===== config.mk =====
export PLATFORM = sky130hd
export DESIGN_NAME = subranging_adc_output_pipeline
export DESIGN_NICKNAME = d
export VERILOG_FILES = /design/src/hw/subrange_pkg.sv /design/src/hw/subranging_adc_output_pipeline.sv
export SDC_FILE = /design/constraint.sdc
export NUM_CORES = 1
export LEC_CHECK = 0
export BUFFER_PORTS_ARGS = -buffer_cell sky130_fd_sc_hd__buf_2
export CAP_MARGIN = 30
export CORE_MARGIN = 3
export CORE_UTILIZATION = 55
export CTS_CLUSTER_SIZE = 40
export DETAILED_ROUTE_END_ITERATION = 16
export PLACE_DENSITY = 0.89
export SKIP_CTS_REPAIR_TIMING = 1
export SYNTH_ARGS = -nofsm -noshare
export SYNTH_HDL_FRONTEND = slang
export SYNTH_SLANG_ARGS = --single-unit

===== constraint.sdc =====
create_clock -name mclk -period 2.7 [get_ports mclk]
set_clock_uncertainty 0.05 [all_clocks]
set_input_delay 0.135 -clock mclk [delete_from_list [all_inputs] [get_ports mclk]]
set_output_delay 0.135 -clock mclk [all_outputs]
set_load 0.02 [all_outputs]

===== src/hw/subrange_pkg.sv =====
// shared widths, phases and carriers of the two-step converter pipeline
package subrange_pkg;
   localparam int  HALF_W     = 4;
   localparam int  WORD_W     = 8;
   localparam int  BANKS      = 2;
   localparam logic [3:0] NIBBLE_ZERO = 4'h0;
   localparam logic [7:0] WORD_ZERO   = 8'h00;

   typedef enum logic [1:0] {
      PH_SAMPLE  = 2'b00,
      PH_HOLD    = 2'b01,
      PH_COMPARE = 2'b10
   } phase_t;

   typedef struct packed {
      logic [HALF_W-1:0] coarse;
      logic [HALF_W-1:0] fine;
   } split_word_t;
endpackage


===== src/hw/subranging_adc_output_pipeline.sv =====
// clocked digital side of an 8-bit two-step subranging converter
// How it works
// - coarse nibble then fine nibble per sample
// - input captured on mclk falling edge
// - coarse result final at next rising edge
// - fine reference derived from coarse result
// - fine result final one rising edge later
// - joined word out at third rising edge
// - groups leave sample phase on their first load, then alternate hold and compare phases
// - sample_word always driven; sample_word_oe set three rising edges after enable_n goes low
// - straight binary code rising with input
`timescale 1ns/10ps
`default_nettype none
module subranging_adc_output_pipeline
(
   input  wire logic                              mclk,
   input  wire logic                              rst_n,
   input  wire logic [subrange_pkg::WORD_W-1:0]   input_level,
   input  wire logic                              output_enable_n,
   output var  logic [subrange_pkg::WORD_W-1:0]   sample_word,
   output var  logic                              sample_word_oe,
   output var  logic                              sample_word_valid
);

   // falling edge capture state
   logic [subrange_pkg::WORD_W-1:0] coarse_hold;
   logic [subrange_pkg::WORD_W-1:0] fine_hold [subrange_pkg::BANKS];
   logic                            cap_bank;
   logic                            cap_seen;
   logic [subrange_pkg::WORD_W-1:0] next_coarse_hold;
   logic [subrange_pkg::WORD_W-1:0] next_fine_hold [subrange_pkg::BANKS];
   logic                            next_cap_bank;
   logic                            next_cap_seen;

   // rising edge pipeline state
   logic [subrange_pkg::HALF_W-1:0] coarse_result;
   logic [subrange_pkg::WORD_W-1:0] fine_reference;
   logic                            coarse_valid;
   subrange_pkg::split_word_t       joined;
   logic                            joined_valid;
   subrange_pkg::phase_t            fine_phase [subrange_pkg::BANKS];
   logic                            en_meta;
   logic                            en_sync;
   logic [subrange_pkg::HALF_W-1:0] next_coarse_result;
   logic [subrange_pkg::WORD_W-1:0] next_fine_reference;
   logic                            next_coarse_valid;
   subrange_pkg::split_word_t       next_joined;
   logic                            next_joined_valid;
   subrange_pkg::phase_t            next_fine_phase [subrange_pkg::BANKS];
   logic [subrange_pkg::WORD_W-1:0] next_sample_word;
   logic                            next_sample_word_oe;
   logic                            next_sample_word_valid;

   // output stage state
   logic                            next_en_meta;
   logic                            next_en_sync;

   // residue of the held level within the selected sub-range
   function automatic logic [subrange_pkg::HALF_W-1:0] fine_of
   (
      input logic [subrange_pkg::WORD_W-1:0] level,
      input logic [subrange_pkg::WORD_W-1:0] base
   );
      logic [subrange_pkg::WORD_W-1:0] diff;
      diff    = level - base;
      fine_of = diff[subrange_pkg::HALF_W-1:0];
   endfunction

   // upper nibble resolved by the coarse group
   function automatic logic [subrange_pkg::HALF_W-1:0] coarse_of
   (
      input logic [subrange_pkg::WORD_W-1:0] level
   );
      coarse_of = level[subrange_pkg::WORD_W-1:subrange_pkg::HALF_W];
   endfunction

   // bottom of the sub-range picked by a coarse result
   function automatic logic [subrange_pkg::WORD_W-1:0] range_base
   (
      input logic [subrange_pkg::HALF_W-1:0] coarse
   );
      range_base = {coarse, subrange_pkg::NIBBLE_ZERO};
   endfunction

   // one rising edge of a group's sample, hold, compare cycle
   function automatic subrange_pkg::phase_t phase_step
   (
      input subrange_pkg::phase_t ph,
      input logic                 loaded
   );
      phase_step = subrange_pkg::PH_SAMPLE;
      case (ph)
         subrange_pkg::PH_SAMPLE:
            phase_step = subrange_pkg::PH_SAMPLE;
         subrange_pkg::PH_HOLD:
            phase_step = subrange_pkg::PH_COMPARE;
         subrange_pkg::PH_COMPARE:
            phase_step = subrange_pkg::PH_SAMPLE;
         default:
            phase_step = subrange_pkg::PH_SAMPLE;
      endcase
      // a fresh load starts the hold phase
      if (loaded)
         phase_step = subrange_pkg::PH_HOLD;
   endfunction

   // capture side
   always_comb
   begin
      next_coarse_hold = coarse_hold;
      next_fine_hold   = fine_hold;
      next_cap_bank    = cap_bank;
      next_cap_seen    = cap_seen;
      if (!rst_n)
      begin
         next_coarse_hold = subrange_pkg::WORD_ZERO;
         for (int b = 0; b < subrange_pkg::BANKS; b++)
         begin
            next_fine_hold[b] = subrange_pkg::WORD_ZERO;
         end
         next_cap_bank    = 1'b0;
         next_cap_seen    = 1'b0;
      end
      else
      begin
         // sample into coarse and chosen fine group
         next_coarse_hold           = input_level;
         next_fine_hold[cap_bank ^ 1'b1] = input_level;
         next_cap_bank              = cap_bank ^ 1'b1;
         next_cap_seen              = 1'b1;
      end
   end

   always_ff @(negedge mclk)
   begin
      coarse_hold <= next_coarse_hold;
      fine_hold   <= next_fine_hold;
      cap_bank    <= next_cap_bank;
      cap_seen    <= next_cap_seen;
   end

   // rising edge pipeline
   always_comb
   begin
      next_coarse_result     = coarse_result;
      next_fine_reference    = fine_reference;
      next_coarse_valid      = coarse_valid;
      next_joined            = joined;
      next_joined_valid      = joined_valid;
      next_fine_phase        = fine_phase;
      if (!rst_n)
      begin
         next_coarse_result     = subrange_pkg::NIBBLE_ZERO;
         next_fine_reference    = subrange_pkg::WORD_ZERO;
         next_coarse_valid      = 1'b0;
         next_joined            = '0;
         next_joined_valid      = 1'b0;
         for (int b = 0; b < subrange_pkg::BANKS; b++)
         begin
            next_fine_phase[b] = subrange_pkg::PH_SAMPLE;
         end
      end
      else
      begin
         // upper nibble settles from coarse group
         next_coarse_result  = coarse_of(coarse_hold);
         next_coarse_valid   = cap_seen;
         next_fine_reference = range_base(next_coarse_result);
         for (int b = 0; b < subrange_pkg::BANKS; b++)
         begin
            next_fine_phase[b] =
               phase_step(fine_phase[b], cap_seen && (b == int'(cap_bank)));
         end
         // fine nibble from the group leaving hold
         for (int b = 0; b < subrange_pkg::BANKS; b++)
         begin
            if (fine_phase[b] == subrange_pkg::PH_HOLD)
               next_joined.fine = fine_of(fine_hold[b], fine_reference);
         end
         next_joined.coarse = coarse_result;
         next_joined_valid  = coarse_valid;
      end
   end

   always_ff @(posedge mclk)
   begin
      coarse_result     <= next_coarse_result;
      fine_reference    <= next_fine_reference;
      coarse_valid      <= next_coarse_valid;
      joined            <= next_joined;
      joined_valid      <= next_joined_valid;
      fine_phase        <= next_fine_phase;
   end

   // output stage and enable synchroniser
   always_comb
   begin
      next_en_meta           = output_enable_n;
      next_en_sync           = en_meta;
      next_sample_word       = joined;
      next_sample_word_valid = joined_valid;
      next_sample_word_oe    = ~en_sync;
      if (!rst_n)
      begin
         next_sample_word       = subrange_pkg::WORD_ZERO;
         next_sample_word_valid = 1'b0;
         next_sample_word_oe    = 1'b0;
      end
   end

   always_ff @(posedge mclk)
   begin
      en_meta           <= next_en_meta;
      en_sync           <= next_en_sync;
      sample_word       <= next_sample_word;
      sample_word_oe    <= next_sample_word_oe;
      sample_word_valid <= next_sample_word_valid;
   end

endmodule
`default_nettype wire


=== Word level (Yosys, flattened, before mapping) ===
Cells that the tools add are included.

* Flip-flop bits (word level): 60
* Output and inout bits: 10
* Word-level logic and storage cells: 47

* $add $sub $neg: 2
* Magnitude comparators: 2
* Equality and inequality tests: 2
* Mux-type cells: 10
* Bitwise operators: 5
* Reduce and logical (&&, ||, !) cells: 6

{| class="wikitable"
|+ Operators with widths
! cell !! count
|-
| bitwise mux 16 bit || 1
|-
| demux 8 bit (select 1 bit) || 1
|-
| two-way mux 4 bit || 2
|-
| two-way mux 8 bit || 1
|-
| subtractor 4 bit || 2
|-
| == test 2 x 1 -> 1 bit, second input constant || 2
|-
| two-way mux 2 bit || 2
|-
| inverter 1 bit || 4
|-
| OR reduction 2 bit || 2
|-
| logical AND 1 bit || 3
|-
| two-way mux 1 bit || 3
|-
| >= comparator 2 bit, second input constant || 1
|-
| < comparator 2 x 1 -> 1 bit, second input constant || 1
|-
| inverter 1 -> 2 bit || 1
|-
| nonzero test 2 bit || 1
|}

=== Longest topological paths before layout ===
* Depth after elaboration: 7
* Mapped depth: 4
* Gate-level depth less buffers: 3

==> results_dict.tcl <==
set metrics [dict create \
    grt_usage 0.1515 \
    clock-sinks 44 \
    synth-seq-area-share 0.6400 \
    min_path_type "input pin to flip-flop" \
    layout_commonest_cell "dfxtp_1" \
    r2r_setup_slack_ps 520 \
    synth_fp_nets 125 \
    clock_latency_ps 420 \
    grt_overflow 0 \
    antenna_found_initial 0 \
    status "complete, no violations" \
    fp-row-count 17 \
    routabilityCongestion 0.7241 \
    fp.dieH_um 56.03 \
    grt_max_degree 33 \
    firstDrtPassIters 4 \
    ios 21 \
    n_antenna_cell 0 \
    vdd_drop_max_v 0.0005946 \
    p_per_area_nw_per_um2 721.6 \
    ys_warn_count 0 \
    clk_pin_slew_ps 130 \
    setup_viol 0 \
    power.static_leakage_nw 0.7550 \
    reg2regPathDepth 2 \
    start_util 0.5991 \
    drive_above_1_share 0.2434 \
    cp.required_ps 2920 \
    worstHoldStart "rst_n" \
    die_area_sq_um 3139 \
    cts.htree.levels 2 \
    drtAntennaViolNets 0 \
    ys_ff_latch 44 \
    worstPathMaxFanout 4 \
    min_path_cells 3 \
    cp-start-kind "flip-flop" \
    hold_viol_final 0 \
    vias_per_cell 4.689 \
    avgRoutedWirePerCell_um 11.26 \
    end_kind "flip-flop" \
    grt_pass1_wl_um 3574 \
    routed-via-count 844 \
    route.detailed.drc 0 \
    dpl.hpwl_um 1401 \
    cts_tree "built" \
    io_buffers 20 \
    drv_cap 0 \
    max_slew_margin 0.6811 \
    coreArea_sq_um 2297 \
    postRouteWirelength_um 2027 \
    placed_cells 158 \
    r2r-end "fine_phase[2]$_SDFF_PN0_" \
    synth_area_sq_um 1376 \
    dieWidth_um 56.03 \
    stdcell_count 180 \
    grt_pass1_vias 824 \
    clockRootBuffer "clkbuf_4" \
    worstPathArrival_ps 2390 \
    critPathKind "flip-flop to flip-flop" \
    rsz0062_at_grt "no" \
    drt_iter0_drc 10 \
    r2r-start "cap_seen$_DFF_N_" \
    syn_avg_cell_area_sq_um 12.07 \
    cts_made_buffers 5 \
    fin_nets 162 \
    layout_common_cells "dfxtp_1 (44), and2_1 (24), buf_2 (20)" \
    tns_ps 0 \
    worst_pin_slew_ps 477.4 \
    cts_buffer_depth 2 \
    drv_slew 0 \
    area_growth_syn_to_layout_pct 16.91 \
    synth.distinct_cells 17 \
    synth_cells 114 \
    worstHoldEndpoint "joined[2]$_SDFFE_PN0P_" \
]
## state kept, by name (all words and copies together), names as in the netlist
name               flops
coarse_hold            4
fine_phase             4
joined_valid           1
sample_word            8
en_sync                1
cap_bank               1
sample_word_oe         1
en_meta                1
cap_seen               1
fine_reference         4
coarse_valid           1
fine_hold              8
joined                 8
sample_word_valid      1
## power by group
part | switching [mW] | total, mW | leakage, nW | internal (mW)
clock network | 0.260 | 0.388 | 0.106 | 0.128
logic | 0.0410 | 0.0798 | 0.287 | 0.0388
registers | 0.0113 | 0.693 | 0.362 | 0.682
total | 0.312 | 1.16 | 0.755 | 0.849
## per-layer routing
metal,share of wire,GRT usage,vias to the layer above
met2,0.51,0.2554,19
li1,-,-,436
met3,0.060,0.06497,5
met4,0.026,0.08136,0
met1,0.41,0.1577,384
met5,0,0,-
## area by class of cell
cell class | instances | area, sq um
inverter | 1 | 3.754
fill | 163 | 688.2
multi-input combinational | 62 | 452.9
tap | 28 | 35.03
timing repair buffer | 23 | 125.1
clock inverter | 17 | 73.82
sequential | 44 | 880.8
clock buffer | 5 | 37.54
## logic make-up (layout without fill, tap and decap cells)
family | Yosys count | count (layout) | synth area share
buffers and inverters | 8 | 46 | 0.03091
flip-flops | 44 | 44 | 0.6400
multiplexers | 12 | 12 | 0.08728
AND/OR/NAND/NOR | 41 | 41 | 0.1909
AO/OA/AOI/OAI | 9 | 9 | 0.05090
## worst max-delay path by stage
stage | start | cells past startpoint | to
6_report | cap_seen$_DFF_N_ | 2 | fine_phase[2]$_SDFF_PN0_
5_1_grt | cap_bank$_SDFF_NN0_ | 2 | fine_phase[1]$_SDFF_PP0_
4_1_cts | cap_seen$_DFF_N_ | 2 | fine_phase[2]$_SDFF_PN0_
3_5_place_dp | cap_seen$_DFF_N_ | 2 | fine_phase[2]$_SDFF_PN0_
3_3_place_gp | cap_seen$_DFF_N_ | 2 | fine_phase[2]$_SDFF_PN0_
2_1_floorplan | cap_bank$_SDFF_NN0_ | 3 | fine_phase[1]$_SDFF_PP0_
## synth_stat cells
master	number	share of area
dfxtp_1	44	0.64
buf_6	1	0.0082
and3_1	1	0.0045
a21oi_1	1	0.0036
nand2_1	2	0.0055
a21oi_2	4	0.025
clkbuf_1	3	0.0082
or2_4	1	0.0064
nor2b_4	1	0.010
nor2b_1	11	0.050
inv_1	2	0.0055
and2_1	24	0.11
mux2i_1	12	0.087
buf_4	1	0.0055
o31ai_1	4	0.022
buf_2	1	0.0036
and3_2	1	0.0055
## worst max-delay path, cell delays in order (launching register included)
cell	delay (ps)
dfxtp_1	320
and2_1	170
and2_1	160
## per-stage QoR
step / worst slack (ps) / utilization / hold WS, ps / total power [mW] / instance area, sq um
4_1_cts: 523.4 / 0.6961 / -202.6 / 1.172 / 1599
3_5_place_dp: 551.6 / 0.6492 / 189.1 / 0.8199 / 1491
6_report: 522.4 / 0.7004 / 165.5 / 1.161 / 1609
3_3_place_gp: 588.5 / 0.6492 / 189.1 / 0.8140 / 1491
2_1_floorplan: 404.0 / - / 112.7 / 0.7961 / 1376
5_1_grt: 477.7 / 0.7004 / 195.7 / 1.236 / 1609
Note: power is estimated with default switching activity, not from simulation.
